$ cat config.mk
export PLATFORM = sky130hd
export DESIGN_NAME = ctw_ctrl
export DESIGN_NICKNAME = d
export VERILOG_FILES = /design/src/pkg/ctw_pkg.sv /design/src/rtl/ctw_sync.sv /design/src/rtl/ctw_wake_det.sv /design/src/rtl/ctw_ctrl.sv
export SDC_FILE = /design/constraint.sdc
export NUM_CORES = 1
export LEC_CHECK = 0
export ABC_AREA = 1
export BUFFER_PORTS_ARGS = -buffer_cell sky130_fd_sc_hd__buf_2
export CAP_MARGIN = 30
export CORE_UTILIZATION = 60
export DETAILED_ROUTE_END_ITERATION = 10
export PLACE_DENSITY = 0.91
export SYNTH_ARGS = -nofsm -noshare
export SYNTH_HDL_FRONTEND = slang
export SYNTH_SLANG_ARGS = --single-unit
$ cat constraint.sdc
create_clock -name i_core_clk -period 5.5 [get_ports i_core_clk]
set_input_delay 0.275 -clock i_core_clk [delete_from_list [all_inputs] [get_ports i_core_clk]]
set_output_delay 0.275 -clock i_core_clk [all_outputs]
set_load 0.01 [all_outputs]
$ cat src/pkg/ctw_pkg.sv
// Constants and types for the CAN transceiver mode and wake block.
// ==========================================================================
// Operation
// RULE_01: Off mode follows power-up, is always allowed and stops the bus. In host fail-safe the code replaces an off write with wake.
// RULE_02: In off mode bus wake activity is ignored and no wake is flagged.
// RULE_03: Mode control bits from the serial interface select the mode.
// RULE_04: Normal mode is enabled by a serial write in host normal mode.
// RULE_05: Normal mode is permitted only in host normal or stop mode.
// RULE_06: In normal mode a low input drives dominant, a high one recessive.
// RULE_07: Controller holds the input high until the enabling time is over.
// RULE_08: Early dominant is dropped; sending waits for the input to go high.
// RULE_09: Receive output shows bus state, low dominant, high recessive.
// RULE_10: Receive-only mode disables the driver and keeps reception running.
// RULE_11: Receive-only mode is selectable only in host normal or stop mode.
// RULE_12: Wake mode watches the bus; allowed in stop, sleep, restart, normal.
// RULE_13: Host fail-safe mode forces wake-capable mode without any command.
// RULE_14: A wake needs two dominant phases between filter and limit time.
// RULE_15: A recessive phase in the same window splits the two phases.
// RULE_16: After a wake the receive output stays low until the mode changes.
// RULE_17: After a wake the controller may select normal mode serially.
// RULE_18: After wake the mode still reads wake and receive stays low.
// RULE_19: Wake rearms on a mode toggle or on host stop or fail-safe entry.
// RULE_20: Counters with constant limits measure filter and enabling times.
package ctw_pkg;

	// ==========================================================================
	// Encodings
	localparam logic [1:0] CTW_MODE_OFF   = 2'h0;
	localparam logic [1:0] CTW_MODE_WAKE  = 2'h1;
	localparam logic [1:0] CTW_MODE_RXO   = 2'h2;
	localparam logic [1:0] CTW_MODE_NORM  = 2'h3;

	localparam logic [2:0] CTW_HOST_NORMAL   = 3'h0;
	localparam logic [2:0] CTW_HOST_STOP     = 3'h1;
	localparam logic [2:0] CTW_HOST_SLEEP    = 3'h2;
	localparam logic [2:0] CTW_HOST_RESTART  = 3'h3;
	localparam logic [2:0] CTW_HOST_FAILSAFE = 3'h4;

	// ==========================================================================
	// Timing
	localparam int CTW_CLK_MHZ      = 125;
	localparam int CTW_WAKE_MIN_NS  = 500;
	localparam int CTW_WAKE_MAX_US  = 5;
	localparam int CTW_EN_TIME_US   = 20;
	localparam int CTW_WAKE_MIN_CYC =
		(CTW_WAKE_MIN_NS * CTW_CLK_MHZ + 999) / 1000;
	localparam int CTW_WAKE_MAX_CYC = CTW_WAKE_MAX_US * CTW_CLK_MHZ;
	localparam int CTW_EN_CYC       = CTW_EN_TIME_US * CTW_CLK_MHZ;
	localparam int CTW_CNT_W        = 12;

	// ==========================================================================
	// Carriers
	typedef struct packed {
		logic       wr;
		logic [1:0] mode;
	} ctw_cmd_t;

	typedef struct packed {
		logic drv_en;
		logic dominant;
	} ctw_drv_t;

endpackage

$ cat src/rtl/ctw_sync.sv
// Two flip-flop synchroniser for a level from outside the clock domain.
`timescale 1ns/1ps
module ctw_sync (
	input  wire logic i_core_clk,
	input  wire logic i_rst_b,
	input  wire logic i_async,
	output logic      o_sync
);
	import ctw_pkg::*;

	logic meta_r;

	// ==========================================================================
	// Stages
	always_ff @(posedge i_core_clk or negedge i_rst_b) begin
		if (!i_rst_b) begin
			meta_r <= 1'b1;
			o_sync <= 1'b1;
		end else begin
			meta_r <= i_async;
			o_sync <= meta_r;
		end
	end
endmodule

$ cat src/rtl/ctw_wake_det.sv
// Wake pattern detector: dominant, recessive, dominant phases in a time window.
`timescale 1ns/1ps
module ctw_wake_det #(
	parameter int MIN_CYC = ctw_pkg::CTW_WAKE_MIN_CYC,
	parameter int MAX_CYC = ctw_pkg::CTW_WAKE_MAX_CYC
) (
	input  wire logic i_core_clk,
	input  wire logic i_rst_b,
	input  wire logic i_arm,
	input  wire logic i_bus_rec,
	output logic      o_wake
);
	import ctw_pkg::*;

	typedef enum logic [1:0] {S_IDLE, S_DOM1, S_REC, S_DOM2} ctw_wst_t;

	ctw_wst_t             st_r;
	ctw_wst_t             st_nxt;
	logic [CTW_CNT_W-1:0] cnt_r;
	logic                 prev_r;
	logic                 edge_w;
	logic                 long_w;
	logic                 ok_w;
	logic                 hit_w;

	assign edge_w = i_bus_rec != prev_r;
	assign long_w = cnt_r >= CTW_CNT_W'(MAX_CYC - 1);
	assign ok_w   = cnt_r >= CTW_CNT_W'(MIN_CYC) && !long_w; // RULE_14 RULE_15
	assign hit_w  = st_r == S_DOM2 && ok_w && edge_w;       // RULE_14

	// ==========================================================================
	// Phase sequence
	always_comb begin
		st_nxt = st_r;
		case (st_r)
			S_IDLE:  if (edge_w && !i_bus_rec) st_nxt = S_DOM1;
			S_DOM1:  if (long_w) st_nxt = S_IDLE;
				else if (edge_w) st_nxt = ok_w ? S_REC : S_IDLE;
			S_REC:   if (long_w) st_nxt = S_IDLE;
				else if (edge_w) st_nxt = ok_w ? S_DOM2 : S_DOM1; // RULE_15
			S_DOM2:  if (long_w || edge_w) st_nxt = S_IDLE;
			default: st_nxt = S_IDLE;
		endcase
		if (!i_arm) st_nxt = S_IDLE; // RULE_02
	end

	always_ff @(posedge i_core_clk or negedge i_rst_b) begin
		if (!i_rst_b) begin
			st_r   <= S_IDLE;
			cnt_r  <= '0;
			prev_r <= 1'b1;
			o_wake <= 1'b0;
		end else begin
			st_r   <= st_nxt;
			prev_r <= i_bus_rec;
			cnt_r  <= (edge_w || st_nxt != st_r) ? '0 :
				(long_w ? cnt_r : cnt_r + 1'b1); // RULE_20
			o_wake <= hit_w && i_arm;
		end
	end

	property p_wake_needs_arm;
		@(posedge i_core_clk) disable iff (!i_rst_b)
		o_wake |-> $past(i_arm);
	endproperty
	a_wake_needs_arm: assert property (p_wake_needs_arm) // RULE_02
		else $error("Wake raised while not armed.");

	property p_wake_after_dom2;
		@(posedge i_core_clk) disable iff (!i_rst_b)
		o_wake |-> $past(st_r) == S_DOM2 && $past(i_bus_rec);
	endproperty
	a_wake_after_dom2: assert property (p_wake_after_dom2) // RULE_14
		else $error("Wake without second dominant phase.");
endmodule

$ cat src/rtl/ctw_ctrl.sv
// CAN transceiver mode control, transmit enabling and wake signalling.
`timescale 1ns/1ps
module ctw_ctrl #(
	parameter int EN_CYC = ctw_pkg::CTW_EN_CYC
) (
	input  wire logic             i_core_clk,
	input  wire logic             i_rst_b,
	input  wire logic [2:0]       i_host_mode,
	input  wire ctw_pkg::ctw_cmd_t i_cmd,
	input  wire logic             i_tx_data_in,
	input  wire logic             i_bus_rec,
	output ctw_pkg::ctw_drv_t     o_drv,
	output logic                  o_rx_data,
	output logic [1:0]            o_mode,
	output logic                  o_wake_pattern
);
	import ctw_pkg::*;

	logic [1:0]           mode_r;
	logic [1:0]           mode_nxt;
	logic [2:0]           host_prev_r;
	logic                 woke_r;
	logic                 armed_r;
	logic                 tx_ok_r;
	logic [CTW_CNT_W-1:0] en_cnt_r;
	logic                 tx_s;
	logic                 bus_s;
	logic                 wake_w;
	logic                 host_ns;
	logic                 cmd_ok;
	logic                 host_fs;
	logic                 host_entry;
	logic                 rearm_w;
	logic                 en_done;
	logic                 mode_chg;
	logic                 arm_w;

	// ==========================================================================
	// Pin synchronisers
	ctw_sync u_tx_sync (
		.i_core_clk (i_core_clk),
		.i_rst_b    (i_rst_b),
		.i_async    (i_tx_data_in),
		.o_sync     (tx_s)
	);

	ctw_sync u_bus_sync (
		.i_core_clk (i_core_clk),
		.i_rst_b    (i_rst_b),
		.i_async    (i_bus_rec),
		.o_sync     (bus_s)
	);

	// ==========================================================================
	// Mode selection
	assign host_ns = i_host_mode == CTW_HOST_NORMAL ||
		i_host_mode == CTW_HOST_STOP;
	assign host_fs = i_host_mode == CTW_HOST_FAILSAFE;
	assign host_entry = i_host_mode != host_prev_r;

	always_comb begin
		case (i_cmd.mode)
			CTW_MODE_OFF:  cmd_ok = 1'b1;                      // RULE_01
			CTW_MODE_NORM: cmd_ok = host_ns;                   // RULE_04 RULE_05
			CTW_MODE_RXO:  cmd_ok = host_ns;                   // RULE_11
			CTW_MODE_WAKE: cmd_ok = !host_fs;                  // RULE_12
			default:       cmd_ok = 1'b0;
		endcase
	end

	always_comb begin
		mode_nxt = mode_r;
		if (i_cmd.wr && cmd_ok) mode_nxt = i_cmd.mode;        // RULE_03
		if (!host_ns && (mode_nxt == CTW_MODE_NORM ||
			mode_nxt == CTW_MODE_RXO)) mode_nxt = CTW_MODE_WAKE; // RULE_05
		if (host_fs) mode_nxt = CTW_MODE_WAKE;                  // RULE_13
	end

	assign mode_chg = mode_nxt != mode_r;
	assign rearm_w  = mode_chg || (host_entry &&
		(i_host_mode == CTW_HOST_STOP || host_fs)); // RULE_19
	assign en_done  = en_cnt_r >= CTW_CNT_W'(EN_CYC);
	assign arm_w    = armed_r && mode_r == CTW_MODE_WAKE; // RULE_12 RULE_19

	// ==========================================================================
	// Wake detection
	ctw_wake_det u_wake (
		.i_core_clk (i_core_clk),
		.i_rst_b    (i_rst_b),
		.i_arm      (arm_w),
		.i_bus_rec  (bus_s),
		.o_wake     (wake_w)
	);

	// ==========================================================================
	// State registers
	always_ff @(posedge i_core_clk or negedge i_rst_b) begin
		if (!i_rst_b) begin
			mode_r      <= CTW_MODE_OFF; // RULE_01
			host_prev_r <= CTW_HOST_NORMAL;
			woke_r      <= 1'b0;
			armed_r     <= 1'b1;
			en_cnt_r    <= '0;
			tx_ok_r     <= 1'b0;
		end else begin
			mode_r      <= mode_nxt;
			host_prev_r <= i_host_mode;
			// The wake flag holds until the mode changes (set wins otherwise).
			if (wake_w && mode_r == CTW_MODE_WAKE) woke_r <= 1'b1; // RULE_16 RULE_18
			else if (mode_chg) woke_r <= 1'b0;                      // RULE_16
			if (wake_w) armed_r <= 1'b0;
			else if (rearm_w) armed_r <= 1'b1;                      // RULE_19
			if (mode_r != CTW_MODE_NORM || mode_chg) en_cnt_r <= '0;
			else if (!en_done) en_cnt_r <= en_cnt_r + 1'b1;         // RULE_20
			if (mode_r != CTW_MODE_NORM || mode_chg) tx_ok_r <= 1'b0;
			else if (en_done && tx_s) tx_ok_r <= 1'b1;              // RULE_08
		end
	end

	// ==========================================================================
	// Outputs
	always_ff @(posedge i_core_clk or negedge i_rst_b) begin
		if (!i_rst_b) begin
			o_drv          <= '0;
			o_rx_data      <= 1'b1;
			o_wake_pattern <= 1'b0;
		end else begin
			o_drv.drv_en   <= mode_r == CTW_MODE_NORM && tx_ok_r;   // RULE_10
			o_drv.dominant <= mode_r == CTW_MODE_NORM && tx_ok_r
				&& !tx_s;                                            // RULE_06
			if (mode_r == CTW_MODE_NORM || mode_r == CTW_MODE_RXO)
				o_rx_data <= bus_s;                                  // RULE_09
			else
				o_rx_data <= !(woke_r && mode_r == CTW_MODE_WAKE);   // RULE_16
			o_wake_pattern <= wake_w && mode_r == CTW_MODE_WAKE;
		end
	end

	assign o_mode = mode_r; // RULE_18

	// ==========================================================================
	// Checks
	property p_off_after_reset;
		@(posedge i_core_clk) $rose(i_rst_b) |-> mode_r == CTW_MODE_OFF;
	endproperty
	a_off_after_reset: assert property (p_off_after_reset) // RULE_01
		else $error("Mode not off after reset.");

	property p_off_quiet;
		@(posedge i_core_clk) disable iff (!i_rst_b)
		mode_r == CTW_MODE_OFF ##1 mode_r == CTW_MODE_OFF
			|-> !o_drv.drv_en && !o_wake_pattern;
	endproperty
	a_off_quiet: assert property (p_off_quiet) // RULE_02
		else $error("Activity in off mode.");

	property p_norm_host;
		@(posedge i_core_clk) disable iff (!i_rst_b)
		mode_r == CTW_MODE_NORM |-> $past(host_ns);
	endproperty
	a_norm_host: assert property (p_norm_host) // RULE_05
		else $error("Normal mode outside host normal or stop.");

	property p_rxo_host;
		@(posedge i_core_clk) disable iff (!i_rst_b)
		mode_r == CTW_MODE_RXO |-> $past(host_ns);
	endproperty
	a_rxo_host: assert property (p_rxo_host) // RULE_11
		else $error("Receive-only mode outside host normal or stop.");

	property p_failsafe_wake;
		@(posedge i_core_clk) disable iff (!i_rst_b)
		host_fs |=> mode_r == CTW_MODE_WAKE;
	endproperty
	a_failsafe_wake: assert property (p_failsafe_wake) // RULE_13
		else $error("Fail-safe did not force wake-capable mode.");

	property p_rxo_no_drive;
		@(posedge i_core_clk) disable iff (!i_rst_b)
		mode_r == CTW_MODE_RXO |=> !o_drv.drv_en;
	endproperty
	a_rxo_no_drive: assert property (p_rxo_no_drive) // RULE_10
		else $error("Driver on in receive-only mode.");

	property p_no_early_tx;
		@(posedge i_core_clk) disable iff (!i_rst_b)
		o_drv.dominant |-> $past(en_done);
	endproperty
	a_no_early_tx: assert property (p_no_early_tx) // RULE_08
		else $error("Dominant sent before enabling time.");

	property p_wake_rx_low;
		@(posedge i_core_clk) disable iff (!i_rst_b)
		woke_r && mode_r == CTW_MODE_WAKE ##1 mode_r == CTW_MODE_WAKE
			|-> !o_rx_data;
	endproperty
	a_wake_rx_low: assert property (p_wake_rx_low) // RULE_16
		else $error("Receive output not low after wake.");

	property p_tx_follow;
		@(posedge i_core_clk) disable iff (!i_rst_b)
		mode_r == CTW_MODE_NORM && tx_ok_r && !mode_chg
			|=> o_drv.dominant == !$past(tx_s);
	endproperty
	a_tx_follow: assert property (p_tx_follow) // RULE_06
		else $error("Driver does not follow transmit input.");

	property p_off_any_host;
		@(posedge i_core_clk) disable iff (!i_rst_b)
		i_cmd.wr && i_cmd.mode == CTW_MODE_OFF && !host_fs
			|=> mode_r == CTW_MODE_OFF;
	endproperty
	a_off_any_host: assert property (p_off_any_host) // RULE_01
		else $error("Off mode write not taken.");

	property p_drv_idle;
		@(posedge i_core_clk) disable iff (!i_rst_b)
		mode_r != CTW_MODE_NORM |=> !o_drv.drv_en && !o_drv.dominant;
	endproperty
	a_drv_idle: assert property (p_drv_idle) // RULE_01
		else $error("Driver active outside normal mode.");

	property p_mode_write;
		@(posedge i_core_clk) disable iff (!i_rst_b)
		i_cmd.wr && cmd_ok && host_ns |=> mode_r == $past(i_cmd.mode);
	endproperty
	a_mode_write: assert property (p_mode_write) // RULE_03
		else $error("Allowed mode write not taken.");

	property p_norm_enable;
		@(posedge i_core_clk) disable iff (!i_rst_b)
		i_cmd.wr && i_cmd.mode == CTW_MODE_NORM &&
			i_host_mode == CTW_HOST_NORMAL |=> mode_r == CTW_MODE_NORM;
	endproperty
	a_norm_enable: assert property (p_norm_enable) // RULE_04
		else $error("Normal mode not enabled in host normal mode.");

	property p_host_leave;
		@(posedge i_core_clk) disable iff (!i_rst_b)
		mode_r == CTW_MODE_NORM && !host_ns && !i_cmd.wr
			|=> mode_r == CTW_MODE_WAKE;
	endproperty
	a_host_leave: assert property (p_host_leave) // RULE_05
		else $error("Normal mode kept after host left normal or stop.");

	property p_rx_follow;
		@(posedge i_core_clk) disable iff (!i_rst_b)
		mode_r == CTW_MODE_NORM || mode_r == CTW_MODE_RXO
			|=> o_rx_data == $past(bus_s);
	endproperty
	a_rx_follow: assert property (p_rx_follow) // RULE_09
		else $error("Receive output does not follow the bus.");

	property p_rxo_refused;
		@(posedge i_core_clk) disable iff (!i_rst_b)
		i_cmd.wr && i_cmd.mode == CTW_MODE_RXO && !host_ns
			|=> mode_r != CTW_MODE_RXO;
	endproperty
	a_rxo_refused: assert property (p_rxo_refused) // RULE_11
		else $error("Receive-only write taken in wrong host mode.");

	property p_wake_select;
		@(posedge i_core_clk) disable iff (!i_rst_b)
		i_cmd.wr && i_cmd.mode == CTW_MODE_WAKE |=> mode_r == CTW_MODE_WAKE;
	endproperty
	a_wake_select: assert property (p_wake_select) // RULE_12
		else $error("Wake-capable write not taken.");

	property p_wake_rx;
		@(posedge i_core_clk) disable iff (!i_rst_b)
		o_wake_pattern && mode_r == CTW_MODE_WAKE |=> !o_rx_data;
	endproperty
	a_wake_rx: assert property (p_wake_rx) // RULE_16
		else $error("Receive output not low after wake pulse.");

	property p_disarm;
		@(posedge i_core_clk) disable iff (!i_rst_b)
		o_wake_pattern |-> !armed_r;
	endproperty
	a_disarm: assert property (p_disarm) // RULE_19
		else $error("Wake detection still armed after a wake.");

	property p_rearm_mode;
		@(posedge i_core_clk) disable iff (!i_rst_b)
		mode_chg && !wake_w |=> armed_r;
	endproperty
	a_rearm_mode: assert property (p_rearm_mode) // RULE_19
		else $error("Mode change did not rearm wake detection.");

	property p_rearm_host;
		@(posedge i_core_clk) disable iff (!i_rst_b)
		i_host_mode != host_prev_r && !wake_w &&
			(i_host_mode == CTW_HOST_STOP ||
			i_host_mode == CTW_HOST_FAILSAFE) |=> armed_r;
	endproperty
	a_rearm_host: assert property (p_rearm_host) // RULE_19
		else $error("Host stop or fail-safe entry did not rearm.");

	property p_en_count;
		@(posedge i_core_clk) disable iff (!i_rst_b)
		mode_r == CTW_MODE_NORM && !mode_chg && !en_done
			|=> en_cnt_r == $past(en_cnt_r) + 1'b1;
	endproperty
	a_en_count: assert property (p_en_count) // RULE_20
		else $error("Enabling counter did not advance.");

	property p_en_hold;
		@(posedge i_core_clk) disable iff (!i_rst_b)
		mode_r == CTW_MODE_NORM && !mode_chg && en_done |=> en_done;
	endproperty
	a_en_hold: assert property (p_en_hold) // RULE_20
		else $error("Enabling time lost while in normal mode.");

	property p_tx_gate;
		@(posedge i_core_clk) disable iff (!i_rst_b)
		$rose(tx_ok_r) |-> $past(en_done) && $past(tx_s);
	endproperty
	a_tx_gate: assert property (p_tx_gate) // RULE_08
		else $error("Transmit enabled without recessive after enabling.");
endmodule

## Word level (Yosys, flattened, before mapping)

Cells that the tools add are included.

| storage, ports and cells | value |
|---|---|
| flip-flop bits (word level) | 44 |
| logic and storage cells | 103 |
| output and inout bits | 6 |
| input port bits | 10 |

| cells by class | value |
|---|---|
| reductions and logical operators | 35 |
| mux-type cells | 25 |
| magnitude comparators | 3 |
| equality and inequality tests | 20 |
| add/subtract/negate cells | 2 |

Operators with widths:

| kind | number |
|---|---|
| $mux W12 | 4 |
| $add A12 B1 Y12 const B | 2 |
| $mux W2 | 12 |
| $eq A2 B2 Y1 const B | 8 |
| $logic_and A1 B1 Y1 | 14 |
| $ge A12 B10 Y1 const B | 1 |
| $ge A12 B12 Y1 const B | 1 |
| $ge A12 B6 Y1 const B | 1 |
| $logic_or A1 B1 Y1 | 8 |
| $pmux W2 S4 | 1 |
| $mux W1 | 7 |
| $eq A2 B1 Y1 const B | 3 |
| $logic_not A1 Y1 | 6 |
| $reduce_bool A2 Y1 | 3 |
| $logic_not A2 Y1 | 2 |
| $ne A2 B2 Y1 | 2 |
| $ne A2 B2 Y1 const B | 2 |
| $eq A3 B1 Y1 const B | 1 |
| $eq A3 B3 Y1 const B | 1 |
| $logic_not A3 Y1 | 1 |
| $ne A3 B3 Y1 | 1 |
| $pmux W1 S3 | 1 |
| $ne A2 B1 Y1 const B | 1 |
| $reduce_or A2 Y1 | 1 |
| $ne A1 B1 Y1 | 1 |

## Longest topological paths before layout

| depth | value |
|---|---|
| word-level depth | 14 |
| mapped depth | 13 |

## By module

From an unflattened synthesis, not the netlist that was laid out.

| unflattened totals | value |
|---|---|
| cell total of the unflattened synthesis | 274 |
| area total of the unflattened synthesis | 2393.5 um^2 |

By module, submodules not included:

| module | times used | seq. area each (um^2) | area each (um^2) | cells each |
|---|---|---|---|---|
| ctw_ctrl | 1 | 603.1 | 1265.0 | 150 |
| ctw_wake_det | 1 | 401.6 | 1023.5 | 120 |
| ctw_sync | 2 | 52.6 | 52.6 | 2 |

## Least setup slack after synthesis

OpenSTA, ideal clock, no wires.

| timing | value |
|---|---|
| path kind | register -> register |
| start | reg u_bus_sync.o_sync |
| end | reg u_wake.cnt_r[2] |
| path slack | 3.701 ns |
| cell stages (with the launch flop) | 13 |
| data required time | 5.435 ns |
| path buffers | 1 |
| data arrival time | 1.734 ns |
| cell sequence | dfstp_2 > inv_1 > ha_1 > inv_1 > nor2_1 > a21oi_1 > nand3_1 > nand3_1 > nand2_1 > inv_2 > buf_4 > nand4_1 > nand2_1 |

| on the way | value |
|---|---|
| cells in the longest elaborated chain, start to end | 8 |

Ends and longest elaborated chain:

| item | RTL line | text |
|---|---|---|
| start: declaration | ctw_sync.sv:7 | `output logic o_sync` |
| start signal: assignment | ctw_sync.sv:21 | `o_sync <= meta_r;` |
| $ne A1 B1 Y1 / $logic_not A1 Y1 (equally long branches) | ctw_wake_det.sv:26, ctw_wake_det.sv:36 |  |
| $mux W2 (tied with other cells) | ctw_wake_det.sv:40 | `else if (edge_w) st_nxt = ok_w ? S_DOM2 : S_DOM1;` |
| $mux W2, on equally long branches | -- |  |
| $pmux W2 S4 | ctw_wake_det.sv:35 | `case (st_r)` |
| $mux W2 | ctw_wake_det.sv:44 | `if (!i_arm) st_nxt = S_IDLE;` |
| $ne A2 B2 Y1 | ctw_wake_det.sv:56 | `cnt_r <= (edge_w \|\| st_nxt != st_r) ? '0 :` |
| $logic_or A1 B1 Y1 * | ctw_wake_det.sv:56 |  |
| $ne A2 B2 Y1 (no line) / $mux W12 (equally long branches) | -- |  |
| end signal: assignment | ctw_wake_det.sv:56 |  |
| end: declaration | ctw_wake_det.sv:19 | `logic [CTW_CNT_W-1:0] cnt_r;` |

Mark *: on every way between the ends. The rest lies on a longest branch, timed or not.
A chain may end at the register's enable or synchronous reset.

## Worst setup path in the final report

| timing | value |
|---|---|
| start | reg u_bus_sync.o_sync |
| end | reg u_wake.cnt_r[0] |

Same word-level chain as after synthesis.

==> summary.txt <==
Global route
  – Vias in the first global route: 1,813
  – Largest net degree at the start of global routing: 45
  – Global-route usage over all layers: 0.239
  – First-pass GRT wire length: 7.66 mm
  – GR Overflow Total: 0
  – Initial antenna violation count: 0

Cells and area
  – Finished Core Util: 0.692
  – Most frequent cells in the layout: 52 x nand2_1, 49 x inv_1, 37 x dfrtp_1
  – Antenna Cells: 0
  – Sequential cell area: 1110 sq um
  – Footprint of the multi-input gates: 1040 sq um
  – Leading cell type in the layout, fill and taps excluded: nand2_1
  – Fill cells: 268
  – Share of layout cells above drive strength 1: 0.147
  – Layout area overhead: 8.32%
  – Nets: 321

Drt
  – DR pass1 iterations: 5
  – Drt wl/cell: 12.7 um
  – DR vias/cell: 5.45
  – Routed vias: 1,933
  – Antenna-violating nets left: 0
  – Routed Wire Length: 4.52 mm
  – Drt first-iter violations: 77
  – # DRC: 0

Power and ir drop
  – Pleak: 1.30 nW
  – Clock Power Share: 0.329
  – Sw frac: 0.288
  – Max VDD drop: 245 uV
  – Comb power frac: 0.134
  – Int Pwr: 0.464 mW
  – Sequential share of power: 0.537
  – Sw Pwr: 0.188 mW
  – Power per cell area: 253 nW/um^2

STA
  – Clk_skew: 7.67 ps
  – RSZ-0062 raised after global routing: false
  – Final hold vios: 0
  – Final setup vio count: 0
  – Measured slew at the worst slew-check pin: 915 ps
  – Final period utilization: 0.387
  – Hold Slack: 73.1 ps
  – Pins Over Slew Limit: 0
  – Crit path time final: 2130 ps
  – Fin worst setup slack: 3370 ps
  – F_max: 470 MHz
  – Setup TNS: 0 ps
  – Slew margin rel.: 0.390

Setup path
  – Critical-path cell list: inv_1, ha_1, inv_1, nor2_1, a21oi_1, nand3_1, nand3_1, nand2_1, inv_2, nand2_1, nor3_1
  – Worst stage delay on the critical path: 550 ps
  – Worst path arrival time: 2340 ps
  – Crit path buffers/inverters: 3
  – Critical path class: flop to flop
  – Crit path launch type: flop
  – CP top delay family: simple AND/OR/NAND/NOR gates
  – Worst setup EP type: flop
  – Critical-path top delay cell: dfstp_2
  – CP required: 5720 ps
  – Max FO, Critical Path: 18

Worst hold path
  – Worst Hold Class: input port to flop

Clocking
  – CTS max path bufs: 2
  – Cts bufs inserted: 5
  – CTS tree: yes
  – Skew-Pair Late Insertion Delay: 300 ps
  – Clk sinks: 44
  – Clock transition at path regs: 80 ps
  – Setup Fix Bufs, Post-CTS: 0
  – CTS Hold Bufs: 0
  – Root buf cell: clkbuf_8
  – Htree depth: 2
  – Post-CTS sizing: 0

Synth
  – Synth Instances: 288
  – Distinct cells, synth: 30
  – Post-synthesis cell area: 2370 sq um
  – Net Count, Synth: 303
  – Sequential share of the synthesized area: 0.467
  – Mapped Avg Cell Area: 8.25 sq um
  – Ys Warns: 0
  – Register bit total from synthesis: 44

Die
  – CORE AREA: 3720 sq um
  – Die area: 4210 sq um
  – Die H: 64.9 um
  – Die X: 64.9 um
  – Starting Density: 0.639
  – Rows: 22
  – # IOs: 16

Placement
  – Pre-CTS WS: 3480 ps
  – Post-DP HPWL: 3.06 mm
  – GPL Wtd Cong: 0.846
  – PortBufs: 15

Status
  – Status: complete, no violations

Flow run
  – Max-cap violations: 0
==> power groups by stage <==
| stage | combinational, mW | clock (mW) | sequential (mW) |
|---|---|---|---|
| global placement | 0.0820 | 0 | 0.354 |
| finish | 0.0873 | 0.214 | 0.350 |
| CTS | 0.0864 | 0.217 | 0.349 |
| floorplan | 0.0649 | 0 | 0.353 |
| global route | 0.0976 | 0.227 | 0.351 |
| detailed placement | 0.0846 | 0 | 0.355 |
==> kinds of logic after synthesis <==
kind of cell             share of synthesized area
AND/OR/NAND/NOR                              0.302
buffers and inverters                       0.0938
flip-flops                                   0.467
AO/OA/AOI/OAI                               0.0553
XOR/XNOR                                    0.0553
adder cells (fa/ha/maj)                     0.0263
==> worst reg2reg max path, delay by kind of cell (launching register included) <==
kind,cells,cell delay [ps]
AO/OA/AOI/OAI,1,130
adder cells (fa/ha/maj),1,310
AND/OR/NAND/NOR,6,610
buffers and inverters,3,440
flip-flops,1,550
==> synthesized netlist by cell type <==
cell | instances | area share
xnor2_1 | 5 | 0.018
nor3b_2 | 1 | 0.0053
nand4_1 | 25 | 0.066
nand3_1 | 22 | 0.046
or2_0 | 1 | 0.0026
nor4_1 | 2 | 0.0053
buf_2 | 1 | 0.0021
nor3_1 | 12 | 0.025
nand2_2 | 3 | 0.0079
dfrtp_1 | 37 | 0.39
o211a_1 | 1 | 0.0042
ha_1 | 5 | 0.026
a32oi_1 | 1 | 0.0037
inv_2 | 3 | 0.0047
clkbuf_1 | 1 | 0.0016
dfstp_2 | 7 | 0.077
buf_4 | 1 | 0.0032
o21ai_0 | 5 | 0.011
inv_1 | 49 | 0.077
a21oi_1 | 8 | 0.017
buf_6 | 1 | 0.0047
xor2_1 | 10 | 0.037
nand3_2 | 3 | 0.013
nand2_4 | 1 | 0.0047
a21boi_2 | 1 | 0.0047
nor2_2 | 4 | 0.011
a21oi_4 | 1 | 0.0069
nor2_1 | 21 | 0.033
nand2_1 | 52 | 0.082
o21ai_1 | 4 | 0.0084
==> final cells by class <==
cell class / count / area share
well taps: 48 / 0.0233
clock buffers: 8 / 0.0350
repair buffers: 15 / 0.0292
inverters: 52 / 0.0759
multi-input cells: 188 / 0.405
flip-flops and latches: 44 / 0.431
==> state kept, by name, indices dropped and copies added (netlist names), 2 cells and up <==
register and count:
en_cnt_r 12, host_prev_r 3, o_drv 2, o_mode 2
u_wake.cnt_r 12, u_wake.st_r 2
==> per-layer routing <==
metal	track usage	part of all wire	vias to the layer above
li1	-	-	963
met1	0.288	0.47	926
met2	0.406	0.48	36
met3	0.0511	0.024	8
met4	0.111	0.020	0
met5	0	0	-
==> stage by stage <==
step	instances	total power [mW]	instance area [sq um]
final	355	0.651	2570
after global routing	355	0.676	2570
after CTS	355	0.652	2570
after detailed placement	347	0.440	2480
after global placement	347	0.436	2480
after floorplan	288	0.418	2370
==> final timing paths <==
check                      depth (start not counted)  slack [ps]                          end                         from
hold reg to reg                                    0         360  u_bus_sync.o_sync$_DFF_PN1_  u_bus_sync.meta_r$_DFF_PN1_
setup reg to reg                                  11        3370  u_wake.cnt_r[0]$_DFFE_PN0P_  u_bus_sync.o_sync$_DFF_PN1_
setup / recovery                                  11        3370  u_wake.cnt_r[0]$_DFFE_PN0P_  u_bus_sync.o_sync$_DFF_PN1_
hold / removal                                     1          70  u_bus_sync.meta_r$_DFF_PN1_                    i_bus_rec
min in group asynchronous                          1         110     host_prev_r[0]$_DFF_PN0_                      i_rst_b
max in group asynchronous                          1        4820  u_wake.cnt_r[1]$_DFFE_PN0P_                      i_rst_b
No activity file was read; power rests on OpenSTA's default activity.
